### config.mk
export PLATFORM = sky130hd
export DESIGN_NAME = hbg_top
export DESIGN_NICKNAME = d
export VERILOG_FILES = /design/src/rtl/hbg_pkg.sv /design/src/rtl/hbg_phase.sv /design/src/rtl/hbg_pulse.sv /design/src/rtl/hbg_top.sv
export VERILOG_INCLUDE_DIRS = /design/src /design/src/rtl
export SDC_FILE = /design/constraint.sdc
export NUM_CORES = 1
export LEC_CHECK = 0
export BUFFER_PORTS_ARGS = -buffer_cell sky130_fd_sc_hd__buf_4
export CELL_PAD_IN_SITES_DETAIL_PLACEMENT = 1
export CELL_PAD_IN_SITES_GLOBAL_PLACEMENT = 2
export CORE_MARGIN = 3
export CORE_UTILIZATION = 33
export CTS_CLUSTER_SIZE = 28
export DETAILED_ROUTE_END_ITERATION = 6
export PLACE_DENSITY = 0.89
export SLEW_MARGIN = 15
export SYNTH_ARGS = -nofsm -noshare
export SYNTH_HDL_FRONTEND = slang
export SYNTH_SLANG_ARGS = --single-unit
### constraint.sdc
create_clock -name aclk -period 6.2 [get_ports aclk]
set_input_delay 0.93 -clock aclk [delete_from_list [all_inputs] [get_ports aclk]]
set_output_delay 0.93 -clock aclk [all_outputs]
set_load 0.03 [all_outputs]
### src/rtl/hbg_map.svh
// register offsets, field positions, reset values and timing counts of the
// h-bridge gate control block; definitions only
`ifndef HBG_MAP_SVH
`define HBG_MAP_SVH

`define HBG_ADDR_W          8
`define HBG_CTRL_OFS        8'h00
`define HBG_STAT_OFS        8'h04

// control register fields
`define HBG_CTRL_UA_BIT     0
`define HBG_CTRL_LA_BIT     1
`define HBG_CTRL_UB_BIT     2
`define HBG_CTRL_LB_BIT     3
`define HBG_CTRL_SEL_LO     4
`define HBG_CTRL_SEL_HI     5
`define HBG_CTRL_OLI_BIT    6
`define HBG_CTRL_W          7
`define HBG_CTRL_RST        7'h00

// status register fields
`define HBG_STAT_GATE_LO    0
`define HBG_STAT_FLT_BIT    4
`define HBG_STAT_SLP_BIT    5
`define HBG_STAT_EN_BIT     6
`define HBG_STAT_W          7

// pin synchroniser order and idle levels
`define HBG_PIN_W           7
`define HBG_PIN_RST         7'h26

// timing
`define HBG_CLK_HZ          20000000
`define HBG_PULSE_PERIOD_MS 100
`define HBG_PULSE_CYC       (`HBG_PULSE_PERIOD_MS * (`HBG_CLK_HZ / 1000))
`define HBG_DUTY_FAULT_PCT  80
`define HBG_DUTY_OK_PCT     20
`define HBG_SLEEP_HOLD_US   1000
`define HBG_SLEEP_CYC       (`HBG_SLEEP_HOLD_US * (`HBG_CLK_HZ / 1000000))

`endif

### src/rtl/hbg_pkg.sv
// types shared by the h-bridge gate control block
// assumes nothing of its surroundings
package hbg_pkg;
  typedef enum logic [1:0] {
    HBG_FAULT_REPORT_PIN_FLAG   = 2'b00,
    HBG_FAULT_REPORT_PIN_PULSE  = 2'b01,
    HBG_FAULT_REPORT_PIN_TEMP   = 2'b10,
    HBG_FAULT_REPORT_PIN_OFFSET = 2'b11
  } hbg_fault_report_pin_mode_t;

  typedef enum logic [1:0] {
    HBG_RESP_OKAY   = 2'b00,
    HBG_RESP_SLVERR = 2'b10
  } hbg_resp_t;
endpackage

### src/rtl/hbg_phase.sv
// one bridge phase: lockout and registered gate drive
// assumes requests are already synchronised and active high
`timescale 1ns/10ps
`default_nettype none
module hbg_phase (
  input  wire logic aclk,
  input  wire logic aresetn,
  input  wire logic allow,
  input  wire logic hi_req,
  input  wire logic lo_req,
  output var  logic upper_gate,
  output var  logic lower_gate
);
  logic upper_nxt;
  logic lower_nxt;

  assign upper_nxt = allow & hi_req & ~lo_req;  // RQ1
  assign lower_nxt = allow & lo_req & ~hi_req;  // RQ3

  always_ff @(posedge aclk) begin
    if (!aresetn) begin
      upper_gate <= 1'b0;
      lower_gate <= 1'b0;
    end else begin
      upper_gate <= upper_nxt;
      lower_gate <= lower_nxt;
    end
  end
endmodule
`default_nettype wire

### src/rtl/hbg_pulse.sv
// pulsed fault flag generator: fixed period, duty from fault state
// assumes run and fault come from logic on the same clock
`timescale 1ns/10ps
`default_nettype none
`include "hbg_map.svh"
module hbg_pulse #(
  parameter int unsigned PERIOD = `HBG_PULSE_CYC
) (
  input  wire logic aclk,
  input  wire logic aresetn,
  input  wire logic run,
  input  wire logic fault,
  output var  logic pulse
);
  localparam int unsigned CW = $clog2(PERIOD);
  localparam logic [CW-1:0] LAST = CW'(PERIOD - 1);
  localparam logic [CW-1:0] HI_FLT = CW'((64'(PERIOD) * `HBG_DUTY_FAULT_PCT) / 100);
  localparam logic [CW-1:0] HI_OK  = CW'((64'(PERIOD) * `HBG_DUTY_OK_PCT) / 100);

  logic [CW-1:0] cnt_r;
  logic [CW-1:0] cnt_nxt;
  logic [CW-1:0] high_len;

  assign cnt_nxt  = (!run || cnt_r == LAST) ? '0 : cnt_r + CW'(1);  // RQ7
  assign high_len = fault ? HI_FLT : HI_OK;                         // RQ8

  always_ff @(posedge aclk) begin
    if (!aresetn) begin
      cnt_r <= '0;
      pulse <= 1'b0;
    end else begin
      cnt_r <= cnt_nxt;
      pulse <= run & (cnt_nxt < high_len);
    end
  end
endmodule
`default_nettype wire

### src/rtl/hbg_top.sv
// h-bridge gate control: pin and register bridge control, lockout,
// fault flag output modes and open-load current select, axi4-lite slave
// assumes a single 20 MHz clock; all pins are asynchronous to it
`timescale 1ns/10ps
`default_nettype none
`include "hbg_map.svh"

// Overview of operation
// (RQ1) pins: lone high or low request drives gate
// (RQ2) pin mapping needs enable, reset-pin high
// (RQ3) register bits: lone bit drives its gate
// (RQ4) register mapping needs idle pins, enable high
// (RQ5) pin OR register; both requests turn off
// (RQ6) combined mapping only with reset-pin, enable high
// (RQ7) select 01: diagnostic pin pulses, 100 ms
// (RQ8) pulse high 80% with fault, else 20%
// (RQ9) select bit picks 100 or 400 microamp
// (RQ10) enable low switches all gates off
// (RQ11) short reset-pin pulse clears; held low sleeps
// (RQ12) host avoids requesting both gates of phase
module hbg_top #(
  parameter int unsigned PULSE_CYC = `HBG_PULSE_CYC,
  parameter int unsigned SLEEP_CYC = `HBG_SLEEP_CYC
) (
  input  wire logic                   aclk,
  input  wire logic                   aresetn,
  input  wire logic [`HBG_ADDR_W-1:0] awaddr,
  input  wire logic                   awvalid,
  output var  logic                   awready,
  input  wire logic [31:0]            wdata,
  input  wire logic [3:0]             wstrb,
  input  wire logic                   wvalid,
  output var  logic                   wready,
  output var  hbg_pkg::hbg_resp_t     bresp,
  output var  logic                   bvalid,
  input  wire logic                   bready,
  input  wire logic [`HBG_ADDR_W-1:0] araddr,
  input  wire logic                   arvalid,
  output var  logic                   arready,
  output var  logic [31:0]            rdata,
  output var  hbg_pkg::hbg_resp_t     rresp,
  output var  logic                   rvalid,
  input  wire logic                   rready,
  input  wire logic                   phase_a_upper_req,
  input  wire logic                   phase_a_lower_req_n,
  input  wire logic                   phase_b_upper_req_n,
  input  wire logic                   phase_b_lower_req,
  input  wire logic                   gate_enable,
  input  wire logic                   fault_clear_sleep_n,
  input  wire logic                   fault_present,
  output var  logic                   phase_a_upper_gate,
  output var  logic                   phase_a_lower_gate,
  output var  logic                   phase_b_upper_gate,
  output var  logic                   phase_b_lower_gate,
  output var  logic                   fault_report_pin,
  output var  logic                   openload_current_sel,
  output var  logic                   sleep_active
);
  import hbg_pkg::*;

  localparam int unsigned SW = $clog2(SLEEP_CYC + 1);
  localparam logic [SW-1:0] SLEEP_LAST = SW'(SLEEP_CYC);

  // pin synchroniser, bit order: a_up, a_lo_n, b_up_n, b_lo, en, clr_n, flt
  logic [`HBG_PIN_W-1:0] pin_meta_r;
  logic [`HBG_PIN_W-1:0] pin_sync_r;
  logic [`HBG_PIN_W-1:0] pin_raw;

  assign pin_raw = {fault_present, fault_clear_sleep_n, gate_enable, phase_b_lower_req,
                    phase_b_upper_req_n, phase_a_lower_req_n, phase_a_upper_req};

  always_ff @(posedge aclk) begin
    if (!aresetn) begin
      pin_meta_r <= `HBG_PIN_RST;
      pin_sync_r <= `HBG_PIN_RST;
    end else begin
      pin_meta_r <= pin_raw;
      pin_sync_r <= pin_meta_r;
    end
  end

  logic a_up_s;
  logic a_lo_n_s;
  logic b_up_n_s;
  logic b_lo_s;
  logic en_s;
  logic clr_n_s;
  logic flt_s;

  assign a_up_s   = pin_sync_r[0];
  assign a_lo_n_s = pin_sync_r[1];
  assign b_up_n_s = pin_sync_r[2];
  assign b_lo_s   = pin_sync_r[3];
  assign en_s     = pin_sync_r[4];
  assign clr_n_s  = pin_sync_r[5];
  assign flt_s    = pin_sync_r[6];

  // control register
  logic [`HBG_CTRL_W-1:0] ctrl_r;
  hbg_fault_report_pin_mode_t         fault_report_pin_mode;

  assign fault_report_pin_mode = hbg_fault_report_pin_mode_t'(ctrl_r[`HBG_CTRL_SEL_HI:`HBG_CTRL_SEL_LO]);

  // reset pin: short low clears faults, long low puts the bridge asleep
  logic [SW-1:0] low_cnt_r;
  logic          clr_n_d_r;
  logic          fault_latched_r;
  logic          fault_clear;
  logic          sleep_set;

  assign sleep_set   = !clr_n_s && low_cnt_r == SLEEP_LAST;
  assign fault_clear = clr_n_s && !clr_n_d_r && !sleep_active;  // RQ11

  always_ff @(posedge aclk) begin
    if (!aresetn) begin
      low_cnt_r       <= '0;
      clr_n_d_r       <= 1'b1;
      fault_latched_r <= 1'b0;
      sleep_active    <= 1'b0;
    end else begin
      clr_n_d_r       <= clr_n_s;
      low_cnt_r       <= clr_n_s ? '0 : (sleep_set ? low_cnt_r : low_cnt_r + SW'(1));
      fault_latched_r <= flt_s | (fault_latched_r & ~fault_clear);
      sleep_active    <= clr_n_s ? 1'b0 : (sleep_active | sleep_set);  // RQ11
    end
  end

  // gate requests: pin request OR register bit per gate
  logic allow;
  logic hi_a;
  logic lo_a;
  logic hi_b;
  logic lo_b;

  assign allow = en_s & clr_n_s;  // RQ2 RQ4 RQ6 RQ10
  assign hi_a  = a_up_s | ctrl_r[`HBG_CTRL_UA_BIT];     // RQ5
  assign lo_a  = ~a_lo_n_s | ctrl_r[`HBG_CTRL_LA_BIT];  // RQ5
  assign hi_b  = ~b_up_n_s | ctrl_r[`HBG_CTRL_UB_BIT];  // RQ5
  assign lo_b  = b_lo_s | ctrl_r[`HBG_CTRL_LB_BIT];     // RQ5

  hbg_phase u_phase_a (
    .aclk       (aclk),
    .aresetn    (aresetn),
    .allow      (allow),
    .hi_req     (hi_a),
    .lo_req     (lo_a),
    .upper_gate (phase_a_upper_gate),
    .lower_gate (phase_a_lower_gate)
  );

  hbg_phase u_phase_b (
    .aclk       (aclk),
    .aresetn    (aresetn),
    .allow      (allow),
    .hi_req     (hi_b),
    .lo_req     (lo_b),
    .upper_gate (phase_b_upper_gate),
    .lower_gate (phase_b_lower_gate)
  );

  // diagnostic output
  logic fault_any;
  logic pulse_run;
  logic pulse_out;
  logic fault_report_pin_nxt;

  assign fault_any = flt_s | fault_latched_r;
  assign pulse_run = fault_report_pin_mode == HBG_FAULT_REPORT_PIN_PULSE;  // RQ7

  hbg_pulse #(
    .PERIOD (PULSE_CYC)
  ) u_pulse (
    .aclk    (aclk),
    .aresetn (aresetn),
    .run     (pulse_run),
    .fault   (fault_any),
    .pulse   (pulse_out)
  );

  // analogue modes are outside this block and read low here
  assign fault_report_pin_nxt = (fault_report_pin_mode == HBG_FAULT_REPORT_PIN_FLAG) ? fault_any :
                    (pulse_run ? pulse_out : 1'b0);

  always_ff @(posedge aclk) begin
    if (!aresetn) begin
      fault_report_pin     <= 1'b0;
      openload_current_sel <= 1'b0;
    end else begin
      fault_report_pin     <= fault_report_pin_nxt;
      openload_current_sel <= ctrl_r[`HBG_CTRL_OLI_BIT];  // RQ9
    end
  end

  // axi4-lite write channel
  logic [`HBG_ADDR_W-1:0] awaddr_q;
  logic [31:0]            wdata_q;
  logic                   wstrb0_q;
  logic                   aw_hold_r;
  logic                   w_hold_r;
  logic                   do_write;
  logic                   wr_ctrl;
  logic                   wr_stat;

  assign do_write = aw_hold_r & w_hold_r & ~bvalid;
  assign wr_ctrl  = {awaddr_q[`HBG_ADDR_W-1:2], 2'b00} == `HBG_CTRL_OFS;
  assign wr_stat  = {awaddr_q[`HBG_ADDR_W-1:2], 2'b00} == `HBG_STAT_OFS;

  always_ff @(posedge aclk) begin
    if (!aresetn) begin
      awready   <= 1'b1;
      wready    <= 1'b1;
      aw_hold_r <= 1'b0;
      w_hold_r  <= 1'b0;
      awaddr_q  <= '0;
      wdata_q   <= '0;
      wstrb0_q  <= 1'b0;
      bvalid    <= 1'b0;
      bresp     <= HBG_RESP_OKAY;
      ctrl_r    <= `HBG_CTRL_RST;
    end else begin
      if (awvalid && awready) begin
        awaddr_q  <= awaddr;
        aw_hold_r <= 1'b1;
        awready   <= 1'b0;
      end
      if (wvalid && wready) begin
        wdata_q  <= wdata;
        wstrb0_q <= wstrb[0];
        w_hold_r <= 1'b1;
        wready   <= 1'b0;
      end
      if (do_write) begin
        aw_hold_r <= 1'b0;
        w_hold_r  <= 1'b0;
        bvalid    <= 1'b1;
        bresp     <= (wr_ctrl || wr_stat) ? HBG_RESP_OKAY : HBG_RESP_SLVERR;
        if (wr_ctrl && wstrb0_q) begin
          ctrl_r <= wdata_q[`HBG_CTRL_W-1:0];  // RQ3
        end
      end
      if (bvalid && bready) begin
        bvalid  <= 1'b0;
        awready <= 1'b1;
        wready  <= 1'b1;
      end
    end
  end

  // axi4-lite read channel
  logic [`HBG_STAT_W-1:0] stat;
  logic [31:0]            rd_mux;
  logic                   rd_ctrl;
  logic                   rd_stat;

  assign stat    = {en_s, sleep_active, fault_latched_r, phase_b_lower_gate,
                    phase_b_upper_gate, phase_a_lower_gate, phase_a_upper_gate};
  assign rd_ctrl = {araddr[`HBG_ADDR_W-1:2], 2'b00} == `HBG_CTRL_OFS;
  assign rd_stat = {araddr[`HBG_ADDR_W-1:2], 2'b00} == `HBG_STAT_OFS;
  assign rd_mux  = rd_ctrl ? {{(32 - `HBG_CTRL_W){1'b0}}, ctrl_r} :
                   rd_stat ? {{(32 - `HBG_STAT_W){1'b0}}, stat} : 32'h0000_0000;

  always_ff @(posedge aclk) begin
    if (!aresetn) begin
      arready <= 1'b1;
      rvalid  <= 1'b0;
      rdata   <= 32'h0000_0000;
      rresp   <= HBG_RESP_OKAY;
    end else begin
      if (arvalid && arready) begin
        arready <= 1'b0;
        rvalid  <= 1'b1;
        rdata   <= rd_mux;
        rresp   <= (rd_ctrl || rd_stat) ? HBG_RESP_OKAY : HBG_RESP_SLVERR;
      end
      if (rvalid && rready) begin
        rvalid  <= 1'b0;
        arready <= 1'b1;
      end
    end
  end
endmodule
`default_nettype wire

==> impl_metrics.yaml, run 1 <==
place:
  place_ws_ns: 3.41
  place.gp.congestion: 0.811
  place_area_mm2: 0.00462
  io_buffers: 54
  dp_hpwl_um: 7300
  dp.cells: 677
floorplan:
  die_h_um: 119
  fp.coreArea_mm2: 0.0123
  io_pins: 114
  die_width_um: 119
  core.rowCount: 40
  start_util_pct: 34.4
  die-area_mm2: 0.0142
setup_path:
  start_kind: "flop"
  crit_arrival_ns: 2.94
  end_kind: "flop"
  crit_fanout: 5
  cp_data_required_time_ns: 6.41
  crit_type: "reg2reg"
clock_network:
  cts.sinks: 97
  post-cts-setup-buffers: 0
  postCtsHoldBufs: 0
  cts_resized: 0
  clkLatencyLatePin_ns: 0.35
  cts_root_buffer: "clkbuf_16"
  htree_levels: 3
  cts_tree: "yes"
  path_clk_slew_ns: 0.06
  numCtsBuffers: 9
  cts.path.max_buffers: 2
global_routing:
  antenna_found_initial: 0
  grt-ovfl-total: 0
  grt_pass1_wl_um: 16900
  grt_max_degree: 43
  first_global_vias: 3419
  grt_usage_pct: 14.7
pwr:
  leakage_nw: 1.91
  powerDensity_mw_per_mm2: 262
  ir_worst_vdd_mv: 0.178
  totalPowerFinal_w: 0.00129
detailed_routing:
  postRouteAntennaNets: 0
  drt-initial-drc-count: 150
  routed_via_density: 4.77
  drc: 0
  wl_per_cell_um: 14.5
  drt-total-wl_um: 9990
  drt_pass1_iterations: 4
  num_vias: 3298
timing:
  rsz0062_at_grt: "no"
  fin_crit_sh_pct: 44.0
  finalWorstPathRequiredPeriod_ns: 2.73
  final.setup_skew_ns: 0.00668
  maxSlewViolCount: 0
  clock.fmax_mhz: 367
  slew_headroom_pct: 53.5
  tightest_slew_ns: 0.696
  setup_viol: 0
  final.setup.tns_ns: 0
  hold_violations: 0
  layout_setup_ws_ns: 3.47
finish:
  mostFrequentLayoutCell: "dfxtp_1"
  final_area_mm2: 0.00490
  layout_common_cells: "dfxtp_1 (97), nor2_1 (73), buf_4 (54)"
  antenna_cells: 0
  drive_above_1_share_pct: 14.5
  area_growth_pct: 16.2
  finalNetCount: 596
  finalNonFillerCells: 691
synth:
  synth_edf_count: 0
  synthCells: 477
  synth_area_mm2: 0.00422
  synth-async-reset-ratio_pct: 0
  ys.warnings.count: 0
  postSynthRegisterBits: 97
  synth_area_per_cell_um2: 8.85
  seq_area_frac_synth_pct: 46.0
  ys.flop_type: "dfxtp_1"
  synth_cell_types: 53
flow_run:
  drv_cap: 0
status:
  outcome: "complete, no violations"
min_path:
  min_path_type: "reg2reg"
-- per-layer routing --
layer	vias to the layer above	wire length (µm)	track usage (%)
li1	1638	-	-
met1	1575	4600	18.7
met2	77	4810	24.0
met3	8	504	4.61
met4	0	73	3.91
met5	-	0	0
-- worst paths after layout --
kind / slack [ns] / start / to / cells after the start
setup / recovery: 3.47 / u_pulse.cnt_r[0] / u_pulse.pulse / 10
hold / removal: 0.42 / pin_meta_r[1] / pin_sync_r[1] / 1
setup reg to reg: 3.47 / u_pulse.cnt_r[0] / u_pulse.pulse / 10
hold reg to reg: 0.42 / pin_meta_r[1] / pin_sync_r[1] / 1
-- state kept, by name (all words and copies together), names as in the netlist, 6 cells and up --
register,count
wdata_q,7
ctrl_r,7
pin_meta_r,7
pin_sync_r,7
rdata,7
low_cnt_r,15
u_pulse.cnt_r,21
awaddr_q,6
-- power breakdown --
| part | internal [W] | switching [W] | leakage (nW) |
|---|---|---|---|
| Combinational | 0.0000328 | 0.0000614 | 0.980 |
| Sequential | 0.000638 | 0.00000925 | 0.789 |
| Clock | 0.000317 | 0.000227 | 0.144 |
-- cell usage after synthesis, types with 12 or more instances --
library cell	n	area share [%]
mux2i_1	16	3.8
dfxtp_1	97	46
nand3_1	22	2.6
xor2_1	15	3.1
clkbuf_1	12	1.1
nand2_1	36	3.2
xnor2_1	14	2.9
a21oi_1	33	3.9
nor2_1	73	6.5
inv_1	13	1.2
nor3_1	12	1.4
buf_4	31	5.5
-- layout make-up --
class,instances,area (µm²)
flip-flops and latches,97,1940
multi-input cells,344,2010
well taps,168,210
inverters,14,52.6
clock buffers,10,239
fillers,1469,7360
clock inverters,4,45.0
repair buffers,54,405
-- worst max-delay path: stages, from the launching register on --
cell	delay, ns
dfxtp_1	0.37
ha_1	0.21
nand3_1	0.22
nor4_2	0.58
nand4_1	0.22
xor2_1	0.22
nor2_1	0.07
ha_1	0.30
o2111ai_1	0.14
o221ai_1	0.21
a31oi_1	0.06
-- through the flow --
step | utilization [%] | hold slack [ns]
4_1_cts | 40.0 | 0.420
3_5_place_dp | 37.7 | 0.401
6_report | 40.0 | 0.416
5_1_grt | 40.0 | 0.438
3_3_place_gp | 37.7 | 0.391
2_1_floorplan | - | 0.386
-- kinds of logic (layout without fill, tap and decap cells) --
family,Yosys count,in the layout,share of synthesized area [%]
AOI/OAI and AO/OA,53,53,7.29
xor gates and xnor gates,29,29,6.02
adders and majority gates,10,10,2.96
buffers and inverters,62,82,8.68
DFF,97,97,46.0
muxes,18,18,4.33
other,1,27,0.0888
and+or+nand+nor,207,207,24.6
(Power assumes the default switching activity.)
==> run 2, diff against run 1 <==
--- a/config.mk
+++ b/config.mk
@@ -10,10 +10,10 @@
 export CELL_PAD_IN_SITES_DETAIL_PLACEMENT = 1
 export CELL_PAD_IN_SITES_GLOBAL_PLACEMENT = 2
 export CORE_MARGIN = 3
-export CORE_UTILIZATION = 33
+export CORE_UTILIZATION = 31
 export CTS_CLUSTER_SIZE = 28
 export DETAILED_ROUTE_END_ITERATION = 6
-export PLACE_DENSITY = 0.89
+export PLACE_DENSITY = 0.85
 export SLEW_MARGIN = 15
 export SYNTH_ARGS = -nofsm -noshare
 export SYNTH_HDL_FRONTEND = slang
==> constraint.sdc (replaced) <==
create_clock -name aclk -period 2.65 [get_ports aclk]
set_input_delay 0.3975 -clock aclk [delete_from_list [all_inputs] [get_ports aclk]]
set_output_delay 0.3975 -clock aclk [all_outputs]
set_load 0.03 [all_outputs]
==> run 2 against run 1 <==
Net effect:
- final area up 3.4%
- wire length is 1.1% lower
- die area rose by 6.1%
- clock power rose to 2.6 times the previous value
- critical path depth down 1
==> impl_metrics.yaml, run 2 (synthesis gave the netlist of run 1 again) <==
status:
  outcome: "complete, no violations"
place:
  dp_hpwl_um: 7330
  place.gp.congestion: 0.764
  place_area_mm2: 0.00473
  io_buffers: 54
detailed_routing:
  num_vias: 3330
  drc: 0
  wl_per_cell_um: 13.8
  drt-initial-drc-count: 174
  drt_pass1_iterations: 4
  routed_via_density: 4.66
  postRouteAntennaNets: 0
  drt-total-wl_um: 9880
timing:
  maxSlewViolCount: 0
  clock.fmax_mhz: 411
  hold_violations: 0
  finalWorstPathRequiredPeriod_ns: 2.43
  final.setup_skew_ns: 0.00662
  fin_crit_sh_pct: 91.7
  setup_viol: 0
  hold-worst-slack_ns: 0.231
  final.setup.tns_ns: 0
  slew_headroom_pct: 57.6
  tightest_slew_ns: 0.636
finish:
  antenna_cells: 0
  layout_common_cells: "dfxtp_1 (96), nor2_1 (73), buf_4 (68)"
  top_regs: "u_pulse.cnt_r x21, low_cnt_r x15"
  drive_above_1_share_pct: 17.3
  area_growth_pct: 20.2
  final_area_mm2: 0.00507
  mostFrequentLayoutCell: "dfxtp_1"
  regMostFlops: "u_pulse.cnt_r"
  largest_reg_flops: 21
  finalNetCount: 610
setup_path:
  crit_type: "reg2reg"
  cp_data_required_time_ns: 2.92
  crit_fanout: 8
  max_stage_delay_ns: 0.42
  end_kind: "flop"
  r2r-end: "u_pulse.pulse"
  crit_chain: "nand3_2, nor4_1, xnor2_1, nor2_1, ha_1, a21o_1, a211oi_1, o221ai_1, a31oi_1"
  worst_path_max_delay_cell: "dfxtp_1"
  crit_family: "simple AND/OR/NAND/NOR gates"
  r2r_cells: 9
  crit_arrival_ns: 2.71
  worst-path-buf-inv: 0
  timing.rr.start: "u_pulse.cnt_r[4]"
  r2r_slack_ns: 0.22
  start_kind: "flop"
floorplan:
  io_pins: 114
  die_width_um: 123
  die-area_mm2: 0.0151
  die_h_um: 123
  start_util_pct: 31.8
  fp.coreArea_mm2: 0.0133
  core.rowCount: 42
pwr:
  ir_worst_vdd_mv: 0.303
  leakage_nw: 2.00
  powerDensity_mw_per_mm2: 619
  totalPowerFinal_w: 0.00314
global_routing:
  first_global_vias: 3353
  grt_pass1_wl_um: 16100
  antenna_found_initial: 0
  grt_max_degree: 31
  grt_usage_pct: 13.6
  grt-ovfl-total: 0
clock_network:
  cts_tree: "yes"
  cts_root_buffer: "clkbuf_16"
  cts.path.max_buffers: 2
  path_clk_slew_ns: 0.06
  cts.sinks: 97
  numCtsBuffers: 9
  htree_levels: 3
  clkLatencyLatePin_ns: 0.35
  postCtsHoldBufs: 0
flow_run:
  drv_cap: 0
min_path:
  hp-start: "fault_clear_sleep_n"
  min_path_type: "in2reg"
  hold_end: "pin_meta_r[5]"
  hold_path_depth: 2
[run 2: power by group]
part	switching, W	leakage, nW	internal (W)
Clock	0.000553	0.152	0.000851
Sequential	0.0000216	0.790	0.00149
Combinational	0.000143	1.06	0.0000790
Total	0.000717	2.00	0.00242
[run 2: worst max-delay path by stage]
stage | startpoint | endpoint | slack [ns] | cells after the start
2_1_floorplan | u_pulse.cnt_r[0] | u_pulse.pulse | 0.35 | 10
3_3_place_gp | u_pulse.cnt_r[0] | u_pulse.pulse | 0.22 | 11
3_5_place_dp | u_pulse.cnt_r[0] | u_pulse.pulse | 0.16 | 11
4_1_cts | u_pulse.cnt_r[0] | u_pulse.pulse | 0.15 | 11
5_1_grt | u_pulse.cnt_r[1] | u_pulse.pulse | -0.002 | 11
6_report | u_pulse.cnt_r[4] | u_pulse.pulse | 0.22 | 9
[run 2: final cells by class]
| class | count | area (µm²) |
|---|---|---|
| Timing Repair Buffer | 68 | 510 |
| Tap cell | 176 | 220 |
| Sequential cell | 97 | 1940 |
| Clock buffer | 11 | 243 |
| Multi-Input combinational cell | 344 | 2030 |
| Clock inverter | 4 | 76.3 |
| Fill cell | 1573 | 8220 |
| Inverter | 14 | 52.6 |
[run 2: timing repair]
item,4_1_cts,5_1_grt
resized for setup,0,4
endpoints found under the setup margin,0,1
buffers inserted,0,1
[run 2: metrics by stage]
| stage | util [%] | setup slack [ns] | instances |
|---|---|---|---|
| final | 38.2 | 0.219 | 714 |
| after global routing | 38.2 | -0.00199 | 714 |
| after detailed placement | 35.6 | 0.159 | 698 |
| after floorplan | - | 0.354 | 503 |
| after global placement | 35.6 | 0.222 | 698 |
| after CTS | 38.0 | 0.146 | 713 |
[run 2: layer usage]
metal | routed length [µm] | share of wire (%) | up-vias | global-route usage, %
li1 | - | - | 1665 | -
met5 | 0 | 0 | - | 0
met3 | 554 | 5.6 | 5 | 4.65
met1 | 4480 | 45 | 1597 | 17.0
met2 | 4770 | 48 | 63 | 22.7
met4 | 75 | 0.76 | 0 | 3.15
==> run 3, diff against run 2 <==
--- a/config.mk
+++ b/config.mk
@@ -10,11 +10,12 @@
 export CELL_PAD_IN_SITES_DETAIL_PLACEMENT = 1
 export CELL_PAD_IN_SITES_GLOBAL_PLACEMENT = 2
 export CORE_MARGIN = 3
-export CORE_UTILIZATION = 31
+export CORE_UTILIZATION = 32
 export CTS_CLUSTER_SIZE = 28
 export DETAILED_ROUTE_END_ITERATION = 6
 export PLACE_DENSITY = 0.85
 export SLEW_MARGIN = 15
 export SYNTH_ARGS = -nofsm -noshare
 export SYNTH_HDL_FRONTEND = slang
+export SYNTH_HIERARCHICAL = 1
 export SYNTH_SLANG_ARGS = --single-unit
==> run 3 against run 2 <==
Net effect:
- clock power decreased by 9%
- sequential power about the same
- critical path type unchanged
- synthesized area increased by 6.1%
- highest routed layer unchanged
- register-to-register slack got worse by 0.07 ns
==> impl_metrics.yaml, run 3 <==
clock_network:
  postCtsHoldBufs: 0
  path_clk_slew_ns: 0.07
  htree_levels: 3
  numCtsBuffers: 9
  cts.path.max_buffers: 2
  cts_root_buffer: "clkbuf_16"
  clkLatencyLatePin_ns: 0.35
  cts_tree: "yes"
  cts.sinks: 97
setup_path:
  r2r_cells: 9
  start_kind: "flop"
  crit_type: "reg2reg"
  crit_arrival_ns: 2.80
  timing.rr.start: "u_pulse/cnt_r[0]"
  crit_fanout: 6
  end_kind: "flop"
  cp_data_required_time_ns: 2.94
  r2r_slack_ns: 0.15
  r2r-end: "u_pulse/pulse"
floorplan:
  start_util_pct: 33.3
  die_width_um: 124
  fp.coreArea_mm2: 0.0135
  die_h_um: 124
  core.rowCount: 42
  die-area_mm2: 0.0155
  io_pins: 114
timing:
  maxSlewViolCount: 0
  finalWorstPathRequiredPeriod_ns: 2.50
  clock.fmax_mhz: 399
  tightest_slew_ns: 0.641
  final.setup_skew_ns: 0.00421
  slew_headroom_pct: 57.0
  fin_crit_sh_pct: 94.5
  setup_viol: 0
  hold_violations: 0
status:
  outcome: "complete, no violations"
min_path:
  min_path_type: "in2reg"
  hold_path_depth: 2
  hp-start: "fault_clear_sleep_n"
  hold_end: "pin_meta_r[5]"
finish:
  antenna_cells: 0
  top_regs: "u_pulse/cnt_r x21, low_cnt_r x15"
  layout_common_cells: "dfxtp_1 (96), buf_4 (67), nand2_1 (66)"
  drive_above_1_share_pct: 19.8
  final_area_mm2: 0.00531
  area_growth_pct: 18.4
  regMostFlops: "u_pulse/cnt_r"
  mostFrequentLayoutCell: "dfxtp_1"
  finalNetCount: 621
  largest_reg_flops: 21
  fill_cells: 1582
  utilization_pct: 39.4
synth:
  synthTopCellsByArea: "dfxtp_1 (43%), nand2_1 (5.5%), mux2i_1 (4.9%), buf_4 (4.9%), a21boi_0 (3.7%)"
  synth_cell_types: 59
  synth_most_common_cell: "dfxtp_1"
  synth_area_mm2: 0.00448
  ys.warnings.count: 6
  synth.top_cell.area_share_pct: 43.4
  synth-async-reset-ratio_pct: 0
  ys.flop_type: "dfxtp_1"
  yosys-top-cells-count: "dfxtp_1 (97), nand2_1 (66), nor2_1 (33)"
  synth_area_per_cell_um2: 9.20
  synthCells: 487
  synth_edf_count: 0
  postSynthRegisterBits: 97
  seq_area_frac_synth_pct: 43.4
  yosys.area.top_type: "dfxtp_1"
global_routing:
  antenna_found_initial: 0
  grt_usage_pct: 13.2
  grt_max_degree: 38
  grt-ovfl-total: 0
  grt_pass1_wl_um: 17000
  first_global_vias: 3555
detailed_routing:
  wl_per_cell_um: 13.9
  met3_length_um: 458
  drc: 0
  postRouteAntennaNets: 0
  num_vias: 3495
  drt-total-wl_um: 10100
  wl_met1_um: 4390
  drt-initial-drc-count: 206
  dr.max_layer_used: "met4"
  routed_via_density: 4.81
  drt_pass1_iterations: 4
  route.met2.wl_um: 5070
pwr:
  powerDensity_mw_per_mm2: 569
  leakage_nw: 2.04
  ir_worst_vdd_mv: 0.338
  totalPowerFinal_w: 0.00302
place:
  dp_hpwl_um: 7340
  io_buffers: 54
  place_area_mm2: 0.00497
  place.gp.congestion: 0.738
flow_run:
  drv_cap: 0
run 3: cell count changes in the layout (fill, tap and decap cells not counted), sizes merged, moves of 8 or more:
cell | previous run | this run
nor3 | 12 | 4
nand2 | 36 | 67
a21boi | 0 | 23
or4 | 3 | 12
a21oi | 33 | 10
nor2 | 73 | 33
run 3: critical path, stage by stage, from the launching register on:
cell	delay, ns
dfxtp_1	0.35
ha_1	0.18
and4_4	0.25
nand4_4	0.15
buf_4	0.18
or3_1	0.34
a21oi_1	0.21
ha_1	0.29
a221oi_2	0.31
o211a_1	0.17
run 3: cell families (layout without fill, tap and decap cells):
| logic type | Yosys count | after routing | share of synthesized area, % |
|---|---|---|---|
| compound gates | 58 | 58 | 9.33 |
| xor+xnor | 19 | 19 | 3.72 |
| fa+ha+maj | 10 | 10 | 2.79 |
| other cells | 1 | 27 | 0.0837 |
| mux | 22 | 22 | 4.92 |
| flops | 97 | 97 | 43.4 |
| buf+inv | 57 | 94 | 7.77 |
| simple gates | 223 | 223 | 28.0 |
run 3: area by class of cell:
cell class                 instances  area [µm²]  share of cell area, %
multi-input combinational        359        2310                   43.5
clock inverter                     7        62.6                   1.18
sequential                        97        1940                   36.6
tap                              176         220                   4.15
timing repair buffer              67         503                   9.48
clock buffer                       9         225                   4.25
inverter                          11        43.8                  0.825
run 3: per-layer routing:
metal,up-vias,global-route usage [%]
li1,1743,-
met5,-,0
met3,16,4.29
met4,0,4.32
met2,57,23.3
met1,1679,15.0
run 3: stage by stage:
stage	TNS, ns	setup WS [ns]	instances	hold WS (ns)
6_report	0	0.147	726	0.227
5_1_grt	-0.0169	-0.0169	726	0.209
4_1_cts	0	0.115	723	0.215
3_5_place_dp	0	0.178	707	0.397
3_3_place_gp	0	0.243	707	0.394
2_1_floorplan	0	0.319	513	0.386
run 3: how the worst max path moves through the flow:
stage	from	to	slack [ns]
global placement	u_pulse/cnt_r[0]	u_pulse/pulse	0.24
floorplan	u_pulse/cnt_r[0]	u_pulse/pulse	0.32
global route	u_pulse/cnt_r[0]	u_pulse/pulse	-0.02
CTS	u_pulse/cnt_r[0]	u_pulse/pulse	0.12
finish	u_pulse/cnt_r[0]	u_pulse/pulse	0.15
detailed placement	u_pulse/cnt_r[0]	u_pulse/pulse	0.18
run 3: what timing repair did:
item / CTS / global route
resized for setup: 0 / 6
setup buffers: 0 / 3
endpoints found under the setup margin: 0 / 1
run 3: where the power goes:
group / internal (W) / switching [W]
clock: 0.000658 / 0.000607
sequential: 0.00149 / 0.0000213
combinational: 0.0000888 / 0.000149
total: 0.00224 / 0.000778
